--- src/include/lad_pkg.sv ---
// package: constants, types and helpers of the legacy address decoder
package lad_pkg;
	localparam int ADDR_W = 36;
	localparam int IO_W = 17;
	localparam int NSEG = 13;
	localparam int SEG_SHIFT = 14;
	localparam int MB_SHIFT = 20;
	localparam logic [3:0] BIOS_SEG = 4'hc;
	// memory map below 1 MB and above 4 GB, and the top of io space
	localparam logic [35:0] DOS_HI = 36'h00009ffff;
	localparam logic [35:0] VID_LO = 36'h0000a0000;
	localparam logic [35:0] VID_HI = 36'h0000bffff;
	localparam logic [35:0] MONO_LO = 36'h0000b0000;
	localparam logic [35:0] MONO_HI = 36'h0000b7fff;
	localparam logic [35:0] SEG_LO = 36'h0000c0000;
	localparam logic [35:0] BIOS_LO = 36'h0000f0000;
	localparam logic [35:0] SEG_HI = 36'h0000fffff;
	localparam logic [35:0] HIGH_LO = 36'h100000000;
	localparam logic [35:0] IO_TOP = 36'h000010002;
	// register offsets, fields and reset values
	localparam logic [11:0] RA_SEG_RE = 12'h000;
	localparam logic [11:0] RA_SEG_WE = 12'h004;
	localparam logic [11:0] RA_VIDEO = 12'h008;
	localparam logic [11:0] RA_TOM = 12'h00c;
	localparam logic [11:0] RA_STAT = 12'h010;
	localparam int VB_IGU = 0;
	localparam int VB_VGA = 1;
	localparam int VB_MONO = 2;
	localparam int VB_SMRAM = 3;
	localparam logic [12:0] SEG_RST = 13'h0000;
	localparam logic [11:0] TOM_RST = 12'h000;
	localparam logic [11:0] TOM_MAX = 12'h800;
	// cycle sources
	localparam logic [1:0] SRC_CPU = 2'h0;
	localparam logic [1:0] SRC_GPB = 2'h1;
	localparam logic [1:0] SRC_SOUTH = 2'h2;

	typedef enum logic [2:0] {T_DRAM, T_IGU, T_GPB, T_SOUTH, T_INVALID, T_ABORT, T_LOCAL} lad_tgt_e;
	typedef enum logic [2:0] {RG_DOS, RG_VIDEO, RG_SEG, RG_EXT, RG_HIGH, RG_IO_MONO, RG_IO,
		RG_IO_BAD} lad_rgn_e;

	function automatic logic in_rng(input logic [35:0] a, input logic [35:0] lo,
		input logic [35:0] hi);
		return (a >= lo) && (a <= hi);
	endfunction
endpackage

--- src/include/lad_cfg_if.sv ---
// interface: decoder configuration and status between register file and core
interface lad_cfg_if;
	logic [lad_pkg::NSEG-1:0] seg_re;
	logic [lad_pkg::NSEG-1:0] seg_we;
	logic igu_en;
	logic vga_en;
	logic mono_present;
	logic smram_en;
	logic [11:0] tom;
	logic [2:0] last_tgt;
	logic [7:0] term_cnt;
	modport regs (output seg_re, seg_we, igu_en, vga_en, mono_present, smram_en, tom,
		input last_tgt, term_cnt);
	modport core (input seg_re, seg_we, igu_en, vga_en, mono_present, smram_en, tom,
		output last_tgt, term_cnt);
endinterface

--- src/design/lad_region.sv ---
// region classifier: sorts a cycle address into a legacy map region
module lad_region (
	// cycle address
	input wire logic [lad_pkg::ADDR_W-1:0] addr,
	input wire logic io,
	// classification
	output lad_pkg::lad_rgn_e rgn,
	output logic mono,
	output logic [3:0] seg_idx
);
	always_comb
	begin
		rgn = lad_pkg::RG_EXT;
		mono = 1'b0;
		seg_idx = lad_pkg::BIOS_SEG;
		if (io)
		begin
			// six fixed monochrome ports
			mono = (addr == 36'h0000003b4) || (addr == 36'h0000003b5) || (addr == 36'h0000003b8)
				|| (addr == 36'h0000003b9) || (addr == 36'h0000003ba) || (addr == 36'h0000003bf);
			if (addr > lad_pkg::IO_TOP)
				rgn = lad_pkg::RG_IO_BAD;
			else if (mono)
				rgn = lad_pkg::RG_IO_MONO;
			else
				rgn = lad_pkg::RG_IO;
		end
		else if (addr >= lad_pkg::HIGH_LO)
			rgn = lad_pkg::RG_HIGH;
		else if (addr <= lad_pkg::DOS_HI)
			rgn = lad_pkg::RG_DOS;
		else if (lad_pkg::in_rng(addr, lad_pkg::VID_LO, lad_pkg::VID_HI))
		begin
			rgn = lad_pkg::RG_VIDEO;
			mono = lad_pkg::in_rng(addr, lad_pkg::MONO_LO, lad_pkg::MONO_HI);
		end
		else if (lad_pkg::in_rng(addr, lad_pkg::SEG_LO, lad_pkg::SEG_HI))
		begin
			rgn = lad_pkg::RG_SEG;
			if (addr < lad_pkg::BIOS_LO)
				seg_idx = 4'((addr - lad_pkg::SEG_LO) >> lad_pkg::SEG_SHIFT);
		end
	end
endmodule

--- src/design/lad_apb.sv ---
// apb register file of the legacy address decoder
module lad_apb (
	// clock and reset
	input wire logic clk,
	input wire logic rst,
	// apb slave
	input wire logic psel,
	input wire logic penable,
	input wire logic pwrite,
	input wire logic [11:0] paddr,
	input wire logic [31:0] pwdata,
	output logic [31:0] prdata,
	output logic pready,
	output logic pslverr,
	// configuration out, status in
	lad_cfg_if.regs cfg
);
	logic take;
	logic hit;

	// one wait state keeps every apb output on a flop
	assign take = psel && penable && pready;
	assign hit = (paddr == lad_pkg::RA_SEG_RE) || (paddr == lad_pkg::RA_SEG_WE)
		|| (paddr == lad_pkg::RA_VIDEO) || (paddr == lad_pkg::RA_TOM)
		|| (paddr == lad_pkg::RA_STAT);

	always_ff @(posedge clk or posedge rst)
	begin
		if (rst)
		begin
			pready <= 1'b0;
			pslverr <= 1'b0;
			prdata <= 32'h00000000;
		end
		else
		begin
			pready <= psel && penable && !pready;
			pslverr <= psel && penable && !pready && !hit;
			prdata <= 32'h00000000;
			if (psel && penable && !pready && !pwrite)
			begin
				case (paddr)
				lad_pkg::RA_SEG_RE: prdata <= {19'h00000, cfg.seg_re};
				lad_pkg::RA_SEG_WE: prdata <= {19'h00000, cfg.seg_we};
				lad_pkg::RA_VIDEO: prdata <= {28'h0000000, cfg.smram_en, cfg.mono_present,
					cfg.vga_en, cfg.igu_en};
				lad_pkg::RA_TOM: prdata <= {20'h00000, cfg.tom};
				lad_pkg::RA_STAT: prdata <= {21'h000000, cfg.term_cnt, cfg.last_tgt};
				default: prdata <= 32'h00000000;
				endcase
			end
		end
	end

	always_ff @(posedge clk or posedge rst)
	begin
		if (rst)
		begin
			cfg.seg_re <= lad_pkg::SEG_RST; // [RL9]
			cfg.seg_we <= lad_pkg::SEG_RST; // [RL9]
			cfg.igu_en <= 1'b0;
			cfg.vga_en <= 1'b0;
			cfg.mono_present <= 1'b0;
			cfg.smram_en <= 1'b0;
			cfg.tom <= lad_pkg::TOM_RST;
		end
		else if (take && pwrite)
		begin
			case (paddr)
			lad_pkg::RA_SEG_RE: cfg.seg_re <= pwdata[lad_pkg::NSEG-1:0]; // [RL10]
			lad_pkg::RA_SEG_WE: cfg.seg_we <= pwdata[lad_pkg::NSEG-1:0]; // [RL10]
			lad_pkg::RA_VIDEO:
			begin
				cfg.igu_en <= pwdata[lad_pkg::VB_IGU];
				cfg.vga_en <= pwdata[lad_pkg::VB_VGA];
				cfg.mono_present <= pwdata[lad_pkg::VB_MONO];
				cfg.smram_en <= pwdata[lad_pkg::VB_SMRAM];
			end
			// populated memory is capped, nothing else limits dram decode
			lad_pkg::RA_TOM: cfg.tom <= (pwdata[11:0] > lad_pkg::TOM_MAX) ? lad_pkg::TOM_MAX
				: pwdata[11:0]; // [RL20]
			default: ;
			endcase
		end
	end
endmodule

--- src/design/lad_top.sv ---
// top of the legacy address decoder: routes cycles below 1 MB, above 4 GB and io
// ****************************************
// Operation
// RL1 - invalid-space writes lose their data, invalid-space reads return zeros
// RL2 - cycles above 4 GB terminate locally: writes dropped, reads zero
// RL3 - memory space is 4 GB, io space 64 kB plus 3 bytes
// RL4 - lowest 640 kB always goes to dram
// RL5 - sixteen segments below 1 MB, thirteen with read and write controls
// RL6 - expansion area is eight 16 kB segments with independent attributes
// RL7 - dram behind a disabled segment is never remapped elsewhere
// RL8 - extended bios area is four 16 kB segments routed dram or south
// RL9 - top bios segment resets read and write disabled, going south
// RL10 - software shadows bios by enabling segment attributes toward dram
// RL11 - video range claims internal devices first, internal graphics highest
// RL12 - then video enable and mono present bit pick bridge or south
// RL13 - smram enabled: management-mode cpu video access goes to dram
// RL14 - smram on, graphics off: bridge cycles abort, south writes bridge
// RL15 - smram on, graphics on: south and bridge cycles are invalid
// RL16 - monochrome memory range routes by steering and mono present bit
// RL17 - six monochrome io ports route like the monochrome memory range
// RL18 - video range is the default system-management ram location
// RL19 - software keeps decode ranges free of overlap; no hardware interlock
// RL20 - at most 2 GB populated, no apic remap, no hardware dram limit
// RL21 - disallowed segment reads or writes are forwarded south, not dram
// ****************************************
//
// Design decisions made here: the address map and the APB interface to the registers.
module lad_top (
	// clock and reset
	input wire logic clk,
	input wire logic rst,
	// apb register port
	input wire logic psel,
	input wire logic penable,
	input wire logic pwrite,
	input wire logic [11:0] paddr,
	input wire logic [31:0] pwdata,
	output logic [31:0] prdata,
	output logic pready,
	output logic pslverr,
	// incoming cycle
	input wire logic cyc_valid,
	input wire logic [lad_pkg::ADDR_W-1:0] cyc_addr,
	input wire logic cyc_io,
	input wire logic cyc_write,
	input wire logic [1:0] cyc_src,
	input wire logic cyc_smm,
	// routing decision
	output logic rt_valid,
	output logic [2:0] rt_target,
	output logic [lad_pkg::ADDR_W-1:0] rt_addr,
	output logic rt_write,
	output logic rt_io,
	output logic rt_rd_zero,
	output logic rt_wr_drop
);
	lad_cfg_if cfg ();
	lad_pkg::lad_rgn_e rgn;
	lad_pkg::lad_tgt_e tgt_nxt;
	lad_pkg::lad_tgt_e plain_tgt;
	lad_pkg::lad_tgt_e video_tgt;
	lad_pkg::lad_tgt_e seg_tgt;
	logic mono;
	logic [3:0] seg_idx;
	logic seg_allow;
	logic below_tom;
	logic term_nxt;

	// ****************************************
	// register file and region classifier
	// ****************************************
	lad_apb u_apb (
		.clk(clk),
		.rst(rst),
		.psel(psel),
		.penable(penable),
		.pwrite(pwrite),
		.paddr(paddr),
		.pwdata(pwdata),
		.prdata(prdata),
		.pready(pready),
		.pslverr(pslverr),
		.cfg(cfg.regs)
	);

	lad_region u_region (
		.addr(cyc_addr),
		.io(cyc_io),
		.rgn(rgn),
		.mono(mono),
		.seg_idx(seg_idx)
	);

	// ****************************************
	// destination decode
	// ****************************************
	// overlapping ranges are not guarded; first match in this order wins [RL19]
	assign below_tom = cyc_addr < (36'(cfg.tom) << lad_pkg::MB_SHIFT); // [RL20]
	assign seg_allow = cyc_write ? cfg.seg_we[seg_idx] : cfg.seg_re[seg_idx]; // [RL5] [RL6] [RL8]

	// steering without smram: internal graphics, then mono, then vga enable
	always_comb
	begin
		if (cfg.igu_en)
			plain_tgt = lad_pkg::T_IGU; // [RL11] [RL16]
		else if (mono && cfg.mono_present)
			plain_tgt = lad_pkg::T_SOUTH; // [RL12] [RL16] [RL17]
		else if (cfg.vga_en)
			plain_tgt = lad_pkg::T_GPB; // [RL12]
		else
			plain_tgt = lad_pkg::T_SOUTH; // [RL12]
	end

	// video range doubles as the compatible smram window [RL18]
	always_comb
	begin
		video_tgt = plain_tgt;
		if (cfg.smram_en)
		begin
			if (cyc_src == lad_pkg::SRC_CPU)
				video_tgt = cyc_smm ? lad_pkg::T_DRAM : plain_tgt; // [RL13]
			else if (cfg.igu_en)
				video_tgt = lad_pkg::T_INVALID; // [RL15]
			else if (cyc_src == lad_pkg::SRC_GPB)
				video_tgt = lad_pkg::T_ABORT; // [RL14]
			else
				video_tgt = cyc_write ? lad_pkg::T_GPB : lad_pkg::T_INVALID; // [RL14]
		end
	end

	// a blocked segment falls through south; its dram stays unreachable [RL7]
	assign seg_tgt = seg_allow ? lad_pkg::T_DRAM : lad_pkg::T_SOUTH; // [RL21] [RL9] [RL10]

	always_comb
	begin
		case (rgn)
		lad_pkg::RG_DOS: tgt_nxt = lad_pkg::T_DRAM; // [RL4]
		lad_pkg::RG_VIDEO: tgt_nxt = video_tgt;
		lad_pkg::RG_SEG: tgt_nxt = seg_tgt;
		lad_pkg::RG_EXT: tgt_nxt = below_tom ? lad_pkg::T_DRAM : lad_pkg::T_SOUTH; // [RL20]
		lad_pkg::RG_HIGH: tgt_nxt = lad_pkg::T_LOCAL; // [RL2]
		lad_pkg::RG_IO_MONO: tgt_nxt = plain_tgt; // [RL17]
		lad_pkg::RG_IO: tgt_nxt = lad_pkg::T_SOUTH;
		lad_pkg::RG_IO_BAD: tgt_nxt = lad_pkg::T_INVALID; // [RL3]
		default: tgt_nxt = lad_pkg::T_SOUTH;
		endcase
	end

	assign term_nxt = (tgt_nxt == lad_pkg::T_INVALID) || (tgt_nxt == lad_pkg::T_LOCAL);

	// ****************************************
	// registered routing outputs
	// ****************************************
	always_ff @(posedge clk or posedge rst)
	begin
		if (rst)
		begin
			rt_valid <= 1'b0;
			rt_target <= 3'h0;
			rt_addr <= 36'h000000000;
			rt_write <= 1'b0;
			rt_io <= 1'b0;
			rt_rd_zero <= 1'b0;
			rt_wr_drop <= 1'b0;
		end
		else
		begin
			rt_valid <= cyc_valid;
			rt_rd_zero <= cyc_valid && term_nxt && !cyc_write; // [RL1] [RL2]
			rt_wr_drop <= cyc_valid && term_nxt && cyc_write; // [RL1] [RL2]
			if (cyc_valid)
			begin
				rt_target <= tgt_nxt;
				rt_addr <= cyc_addr;
				rt_write <= cyc_write;
				rt_io <= cyc_io;
			end
		end
	end

	// status seen by software: last destination and terminated cycle count
	always_ff @(posedge clk or posedge rst)
	begin
		if (rst)
		begin
			cfg.last_tgt <= 3'h0;
			cfg.term_cnt <= 8'h00;
		end
		else if (cyc_valid)
		begin
			cfg.last_tgt <= tgt_nxt;
			cfg.term_cnt <= cfg.term_cnt + 8'(term_nxt);
		end
	end

	logic mem_cpu;
	logic vid_hit;
	assign mem_cpu = cyc_valid && !cyc_io && (cyc_src == lad_pkg::SRC_CPU);
	assign vid_hit = cyc_valid && !cyc_io && lad_pkg::in_rng(cyc_addr, lad_pkg::VID_LO,
		lad_pkg::VID_HI);
endmodule

--- config.mk ---
export PLATFORM = sky130hd
export DESIGN_NAME = lad_top
export DESIGN_NICKNAME = d
export VERILOG_FILES = /design/src/include/lad_pkg.sv /design/src/include/lad_cfg_if.sv /design/src/design/lad_region.sv /design/src/design/lad_apb.sv /design/src/design/lad_top.sv
export SDC_FILE = /design/constraint.sdc
export NUM_CORES = 1
export LEC_CHECK = 0
export BUFFER_PORTS_ARGS = -buffer_cell sky130_fd_sc_hd__buf_2
export CAP_MARGIN = 30
export CORE_ASPECT_RATIO = 0.6
export CORE_UTILIZATION = 48
export CTS_BUF_LIST = sky130_fd_sc_hd__clkbuf_8
export CTS_CLUSTER_SIZE = 30
export DETAILED_ROUTE_END_ITERATION = 8
export GPL_TIMING_DRIVEN = 0
export HOLD_SLACK_MARGIN = 0.02
export MAX_ROUTING_LAYER = met4
export PLACE_DENSITY = 0.78
export SLEW_MARGIN = 20
export SYNTH_ARGS = -nofsm -noshare
export SYNTH_HDL_FRONTEND = slang
export SYNTH_SLANG_ARGS = --single-unit
export TNS_END_PERCENT = 30
--- constraint.sdc ---
create_clock -name clk -period 2.94 [get_ports clk]
set_input_delay 0.294 -clock clk [delete_from_list [all_inputs] [get_ports clk]]
set_output_delay 0.294 -clock clk [all_outputs]
set_load 0.03 [all_outputs]
---- Word level (Yosys, flattened, before mapping) ----
Cells that the tools add are included.
storage, ports and cells
  bits of input ports ..................... 91
  word-level logic and storage cells ...... 124
  output and inout bits ................... 78
  register bits after elaboration ......... 128
operators by class
  mux-type cells .......................... 37
  equality and inequality tests ........... 20
  add/subtract/negate cells ............... 2
  $lt $le $gt $ge ......................... 13
  reductions and logical operators ........ 34
operators with widths
  kind                                                                            number
  36-bit by 10-bit equality test with 1-bit output, second input constant         6
  36-bit by 20-bit <= comparator with 1-bit output, second input constant         4
  36-bit by 20-bit >= comparator with 1-bit output, second input constant         3
  13-bit one-hot mux with 5 select lines                                          1
  36-bit by 33-bit >= comparator with 1-bit output, second input constant         1
  36-bit by 17-bit > comparator with 1-bit output, second input constant          1
  36-bit by 20-bit less-than comparator with 1-bit output, second input constant  1
  36-bit by 32-bit less-than comparator with 1-bit output                         1
  3-bit two-way mux                                                               12
  32-bit two-way mux                                                              1
  12-bit by 4-bit equality test with 1-bit output, second input constant          2
  4-bit two-way mux                                                               6
  3-bit one-hot mux with 8 select lines                                           1
  3-bit equality test, second input constant                                      6
  18-bit by 1-bit subtractor with 18-bit output, second input constant            1
  1-bit logical AND                                                               13
  12-bit by 3-bit equality test with 1-bit output, second input constant          1
  12-bit by 5-bit equality test with 1-bit output, second input constant          1
  12-bit > comparator, second input constant                                      1
  12-bit logical NOT                                                              1
  12-bit two-way mux                                                              1
  1-bit logical OR                                                                10
  1-bit two-way mux                                                               10
  8-bit by 1-bit adder with 8-bit output                                          1
  10 further kinds                                                                20

---- Longest topological paths before layout ----
Gate-level depths: netlist (run 1).
  depth in word-level cells ............... 18
  depth in mapped cells ................... 12

---- Hierarchy ----
Synthesis (run 1) repeated with hierarchy kept, for this count alone.
second synthesis, totals
  cells, all modules ...................... 488
  area, all modules ....................... 5795.6 µm²
by module, submodules not included
  module      times used  cells an instance  area each (µm²)
  lad_apb     1           227                2846.5
  lad_top     1           219                2682.6
  lad_region  1           42                 266.5

---- Least setup slack after synthesis (run 1) ----
Ideal clock, no wire load.
  path type ............................... in2reg
  from .................................... input cyc_addr[35] (netlist bit)
  to ...................................... register cfg.term_cnt[1]
  stages on the path ...................... 9
  slack ................................... 0.074 ns
  arrival time ............................ 2.741 ns
  setup time .............................. 0.125 ns
  path through ............................ or4_4 or4_4 nor2_4 or4b_4 o21ai_2 nor2_2 ha_1 ha_1 mux2_2
on the way
  word-level cells in the longest chain between the ends .. 17
ends and longest elaborated chain
  item                                                                                                              line              source
  start, declared                                                                                                   lad_top.sv:43     input wire logic [lad_pkg::ADDR_W-1:0] cyc_addr,
  parallel branches: the longest is 13 deep, another holds 36-bit by 20-bit less-than comparator with 1-bit output  n/a
  3-bit one-hot mux with 8 select lines (*)                                                                         lad_top.sv:136    case (rgn)
  3-bit equality test                                                                                               lad_top.sv:149    assign term_nxt = (tgt_nxt == lad_pkg::T_INVALID) || (tgt_nxt == lad_pkg::T_LOCAL);
  1-bit logical OR (*)                                                                                              lad_top.sv:149
  8-bit by 1-bit adder with 8-bit output (*)                                                                        lad_top.sv:192    cfg.term_cnt <= cfg.term_cnt + 8'(term_nxt);
  end signal, assigned                                                                                              lad_top.sv:192
  end, declared                                                                                                     lad_cfg_if.sv:11  logic [7:0] term_cnt;
Mark *: on every way between the ends. The select of a mux whose other input is x is not followed.
A chain may end at the register's enable or synchronous reset.

---- Worst setup path after layout (run 1) ----
  from .................................... input cyc_addr[24] (netlist bit)
  to ...................................... register cfg.term_cnt[1]
Same word-level chain as after synthesis.

==> results of run 1 <==
[layout by cell type (no fill, tap or decap), types with 10 or more instances in the layout]
cell type	Yosys	routed
dfrtp_1	109	109
nand3b_1	13	13
ha_1	13	13
buf_2	3	129
nor2_1	33	33
clkbuf_8	0	10
nand2_1	24	24
a222oi_1	11	11
clkbuf_1	19	19
inv_1	22	21
buf_4	19	19
conb_1	1	19
mux2_2	77	77
o21ai_0	23	23
[cell families (layout without fill, tap and decap cells)]
group,after synthesis,after routing,share of synthesized area [%]
and+or+nand+nor,131,131,12.86
DFF,109,109,49.00
xor gates and xnor gates,7,7,1.101
adders and majority gates,13,13,2.922
AOI/OAI and AO/OA,84,84,10.86
other,1,19,0.06737
muxes,87,87,17.40
buffers and inverters,66,213,5.799
[power by group]
group          internal (mW)  leakage [nW]  switching [mW]
clock                  0.598         0.125           0.537
sequential              1.60          1.34          0.0899
combinational          0.238          1.81           0.375
total                   2.44          3.28            1.00
[area by class of cell]
cell class	instances	area, sq um	area share (%)
Buffer	44	240.2	3.527
Timing Repair Buffer	131	718.2	10.54
Clock inverter	6	117.6	1.727
Sequential cell	109	2728	40.04
Inverter	22	86.33	1.267
Tap cell	160	200.2	2.939
Clock buffer	10	137.6	2.021
Multi-Input combinational cell	341	2584	37.93
[flip-flops by register name (all words and copies together), names as in the netlist]
| register | flops |
|---|---|
| u_apb.cfg.seg_re | 13 |
| rt_wr_drop | 1 |
| rt_rd_zero | 1 |
| u_apb.cfg.smram_en | 1 |
| u_apb.cfg.vga_en | 1 |
| rt_write | 1 |
| rt_io | 1 |
| rt_valid | 1 |
| cfg.term_cnt | 8 |
| u_apb.cfg.seg_we | 13 |
| cfg.last_tgt | 3 |
| u_apb.prdata | 13 |
| u_apb.cfg.igu_en | 1 |
| u_apb.cfg.mono_present | 1 |
| u_apb.cfg.tom | 12 |
| u_apb.pready | 1 |
| u_apb.pslverr | 1 |
| rt_addr | 36 |
[how the worst max path moves through the flow]
stage | from | endpoint | slack (ps) | depth (start not counted)
floorplan | cyc_addr[35] | cfg.term_cnt[1] | 70 | 9
global placement | cyc_addr[35] | cfg.term_cnt[1] | -230 | 10
detailed placement | cyc_addr[35] | cfg.term_cnt[1] | -240 | 10
CTS | cyc_addr[35] | cfg.term_cnt[1] | 170 | 10
global route | cyc_addr[24] | cfg.term_cnt[1] | 30 | 10
finish | cyc_addr[24] | cfg.term_cnt[1] | 140 | 11
[through the flow]
step / utilization [%] / hold WS [ps] / instances / power, mW
6_report: 60.29 / 154.8 / 823 / 3.440
5_1_grt: 60.29 / 142.5 / 823 / 3.571
4_1_cts: 60.29 / 143.4 / 823 / 3.452
2_1_floorplan: - / 325.4 / 516 / 2.103
3_3_place_gp: 57.25 / 420.7 / 802 / 2.293
3_5_place_dp: 57.85 / 371.6 / 805 / 2.330
[routing by layer]
| layer | part of all wire (%) | up-vias | global-route usage (%) | wire [microns] |
|---|---|---|---|---|
| met4 | 1.3 | 0 | 6.126 | 197 |
| met3 | 9.8 | 27 | 6.208 | 1526 |
| met1 | 49 | 2256 | 42.26 | 7664 |
| li1 | - | 2111 | - | - |
| met5 | 0 | - | - | 0 |
| met2 | 40 | 248 | 36.50 | 6191 |
[worst register-to-register path, stage by stage (launching register included)]
cell	delay [ps]
dfrtp_1	420
inv_1	90
ha_1	290
a2111oi_0	630
o211ai_1	190
a2111oi_0	610
or3b_2	240
nand3_1	80
[repair_timing]
item,in CTS,in global routing
endpoints found under the setup margin,0,0
hold buffers,2,0
hold endpoints to repair,20,0
==> results.toml, run 1 <==
[route]
totalWireLength_microns = 15580
drtIter0Drc = 514
drtAntennaViolNets = 0
drcViolationCount = 0
first_pass_iters = 6
wl_per_cell_microns = 18.93
num_vias = 4642
viasPerCell = 5.640

[floorplanning]
fp.dieH_microns = 85.42
core_sq_um = 11300
die_area_sq_um = 12050
start_util_pct = 49.27
die_w_microns = 141.0
fp-row-count = 30
io_pins = 169

[synth]
yosysSeqAreaShare_pct = 49.00
ys_warn_count = 0
yosysTopAreaCell = "dfrtp_1"
avgSynthCellArea_sq_um = 11.18
synth_seq_cells = 109
synth_edf_count = 0
yosysMostFrequentCell = "dfrtp_1"
synthesis.area_sq_um = 5567
synth_commonest_cells = "dfrtp_1 (109), mux2_2 (77), nor2_1 (33)"
synthArstFlopShare_pct = 100.0
yosys-top-cells-area = "dfrtp_1 (49%), mux2_2 (16%), ha_1 (2.9%)"
post-synth-top-area-fraction_pct = 49.00
synth_ff_type = "dfrtp_1"
postSynthCellCount = 498
ys_types = 61

[clock_tree]
cts_setup_buffers = 0
clkTransAtPathRegs_ps = 110
cts_tree = "yes"
clk_latency_ps = 390
clock_path_buffers = 2
cts_inserted_buffers = 9
cts_max_level = 3
post_cts_resized = 0
cts-root-buf = "clkbuf_8"
cts.sinks = 109

[cells_and_area]
syn_to_final_growth_pct = 22.36
final_cell_area_sq_um = 6812
fillers = 988
layout-drive-gt1-share_pct = 38.91
diodes = 0
fin_nets = 762

[outcome]
status = "complete, no violations"

[sta]
tightestPinTransition_ps = 989.1
report.final.slew_viol_count = 0
worst_slack_ps = 137.7
final_hold_viol_count = 0
min_period_over_period_pct = 95.32
final-setup-viol-count = 0
fmax_ghz = 0.3569
fin_skew_ps = 10.20
max_slew_margin_pct = 33.55
setup_tns_ps = 0
rsz0062_at_grt = "false"
layout_min_cycle_time_ps = 2802

[critical_path]
crit_path_end_kind = "flip-flop"
crit_family = "simple AND/OR/NAND/NOR gates"
critPathMaxFanout = 6
reg2reg_slack_ps = 280
path_class = "in -> reg"
critPathBufInv = 2
critPathRequiredTime_ps = 3220
path_cells = "buf_2 > nor4_1 > and3_1 > clkbuf_1 > and3_1 > nand3b_1 > o21ai_2 > nor2_2 > ha_1 > ha_1 > mux2_2"
reg2reg_depth = 7
critPathMaxStageDelay_ps = 570
critical_path.startpoint_type = "input port"
crit_path_top_delay_cell = "nor4_1"
r2r-start = "u_apb.cfg.tom[5]"
worstPathArrival_ps = 3080
r2r_end = "cfg.last_tgt[1]"

[placement]
place_congestion = 0.9589
numPortBuffers = 126
place_hpwl_microns = 12270
pre_cts_ws_ps = -236.1
post_dp_cell_area_sq_um = 6536

[global_route]
track_usage_pct = 27.63
antenna_found_initial = 0
grt_pass1_wl_microns = 24030
grt_pass1_vias = 4302
grt_start_max_net_pins = 36
overflow = 0

[min_path]
holdPathEnd = "rt_addr[32]"
min_from = "cyc_addr[32]"
min_path_type = "in -> reg"
hold_depth = 2

[pwr]
p_per_area_nw_per_um2 = 505.0
peakVddDrop_mv = 0.2311
power.leakage_nw = 3.276

[job]
cap_viol_max_count = 0
Power figures use the tool's default switching activity.
==> run 2, diff against run 1 <==
--- a/config.mk
+++ b/config.mk
@@ -8,14 +8,14 @@
 export BUFFER_PORTS_ARGS = -buffer_cell sky130_fd_sc_hd__buf_2
 export CAP_MARGIN = 30
 export CORE_ASPECT_RATIO = 0.6
-export CORE_UTILIZATION = 48
+export CORE_UTILIZATION = 53
 export CTS_BUF_LIST = sky130_fd_sc_hd__clkbuf_8
 export CTS_CLUSTER_SIZE = 30
 export DETAILED_ROUTE_END_ITERATION = 8
 export GPL_TIMING_DRIVEN = 0
 export HOLD_SLACK_MARGIN = 0.02
 export MAX_ROUTING_LAYER = met4
-export PLACE_DENSITY = 0.78
+export PLACE_DENSITY = 0.82
 export SLEW_MARGIN = 20
 export SYNTH_ARGS = -nofsm -noshare
 export SYNTH_HDL_FRONTEND = slang
==> constraint.sdc (replaced) <==
create_clock -name clk -period 2.95 [get_ports clk]
set_input_delay 0.295 -clock clk [delete_from_list [all_inputs] [get_ports clk]]
set_output_delay 0.295 -clock clk [all_outputs]
set_load 0.03 [all_outputs]
==> results.toml, run 2 (synthesis gave the netlist of run 1 again) <==
[cells_and_area]
regMostFlops = "rt_addr"
layout-drive-gt1-share_pct = 39.03
layout_commonest_cell = "buf_2"
syn_to_final_growth_pct = 20.39
post-route-util_pct = 66.88
largest_reg_flops = 36
fin_nets = 761
final_cell_mix = "buf_2 (129), dfrtp_1 (109), mux2_2 (77)"

[global_route]
use_met3_pct = 9.800
antenna_found_initial = 1
grt_use_met1_pct = 43.99
grt-busiest-layer = "met1"
track_usage_pct = 30.68
grt_pass1_wl_microns = 23950
grt_pass1_vias = 4396
overflow = 0
grt_start_max_net_pins = 35
grt_use_met2_pct = 42.18

[critical_path]
reg2reg_slack_ps = 320
critPathMaxFanout = 5
r2r-start = "u_apb.cfg.tom[5]"
crit_family = "simple AND/OR/NAND/NOR gates"
crit_path_end_kind = "flip-flop"
crit_path_start = "cyc_addr[35]"
worstPathArrival_ps = 3110
r2r_end = "cfg.last_tgt[0]"
critPathMaxStageDelay_ps = 580
critPathBufInv = 1
crit_path_top_delay_cell = "or4_4"
reg2reg_depth = 7
path_cells = "buf_2 > or4_4 > or4_4 > nor2_4 > or4b_4 > o21ai_2 > nor2_2 > ha_1 > ha_1 > mux2_2"
critPathRequiredTime_ps = 3210
path_class = "in -> reg"
critical_path.startpoint_type = "input port"

[floorplanning]
fp.dieH_microns = 81.39
start_util_pct = 55.56
core_sq_um = 10020
die_w_microns = 134.3
io_pins = 169
die_area_sq_um = 10930
fp-row-count = 28

[clock_tree]
clk_latency_ps = 380
cts_max_level = 3
cts_inserted_buffers = 9
cts-root-buf = "clkbuf_8"
cts.sinks = 109
clkTransAtPathRegs_ps = 90
clock_path_buffers = 2
cts_tree = "yes"

[sta]
report.final.slew_viol_count = 0
fmax_ghz = 0.3513
tightestPinTransition_ps = 891.3
final-setup-viol-count = 0
final_hold_viol_count = 0
min_period_over_period_pct = 96.49
layout_min_cycle_time_ps = 2846
max_slew_margin_pct = 40.12
fin_skew_ps = 9.617
rsz0062_at_grt = "false"

[pwr]
p_per_area_nw_per_um2 = 472.2
power.leakage_nw = 3.243
total_power_mw = 3.164
peakVddDrop_mv = 0.3219

[route]
first_pass_iters = 7
num_vias = 4654
viasPerCell = 5.839
drcViolationCount = 0
drtAntennaViolNets = 0
totalWireLength_microns = 15660
wl_per_cell_microns = 19.65
drtIter0Drc = 503

[job]
cap_viol_max_count = 0

[placement]
place_congestion = 0.9286
place_hpwl_microns = 12140
numPortBuffers = 126

[min_path]
min_from = "cyc_valid"
holdPathEnd = "rt_valid"
min_path_type = "in -> reg"
hold_depth = 1

[outcome]
status = "complete, no violations"
[run 2: repair_timing]
item                                   4_1_cts  5_1_grt
hold buffers                                 1        0
gates resized for setup                      0        2
endpoints found under the hold margin       17        0
buffers inserted                             0        0
setup endpoints to repair                    0        3
[run 2: area by class of cell]
type                       count  area [sq um]
fill                         817          3318
sequential                   109          2728
multi-input combinational    341          2591
timing repair buffer         130         700.7
buffer                        44         240.2
tap                          135         168.9
clock buffer                  12         165.2
inverter                      22         86.33
clock inverter                 3         18.77
antenna                        1         2.502
[run 2: worst max path at each step]
stage,to,cells after the start
floorplan,cfg.term_cnt[1],9
finish,cfg.term_cnt[1],10
detailed placement,cfg.term_cnt[1],10
CTS,cfg.term_cnt[1],10
global route,cfg.term_cnt[1],10
global placement,cfg.term_cnt[1],10
[run 2: worst register-to-register path, cell delays in order (launching register included)]
cell and delay, ps:
dfrtp_1 430, inv_1 130, ha_1 260, a2111oi_0 560, o211ai_1 180, a2111oi_1 590, or3b_2 270, o211ai_2 90
[run 2: metal layers]
metal,vias up,wire length [microns]
li1,2104,-
met1,2241,7199
met3,22,1847
met5,-,0
met2,287,6432
met4,0,184
[run 2: where the power goes]
group	total (mW)	switching [mW]	leakage [nW]	internal (mW)
Combinational	0.612	0.376	1.80	0.236
Sequential	1.68	0.0843	1.34	1.60
Clock	0.872	0.499	0.0986	0.373
Total	3.16	0.959	3.24	2.21
[run 2: metrics by stage]
step / setup WS, ps / setup TNS, ps / hold WS [ps] / area (sq um) / std cells
3_5_place_dp: -250.6 / -702.1 / 349.2 / 6497 / 780
6_report: 103.5 / 0 / 46.90 / 6701 / 797
5_1_grt: 6.712 / 0 / 22.00 / 6701 / 797
3_3_place_gp: -207.3 / -528.5 / 422.6 / 6437 / 777
4_1_cts: 141.1 / 0 / 33.62 / 6691 / 796
2_1_floorplan: 83.42 / 0 / 326.4 / 5638 / 516
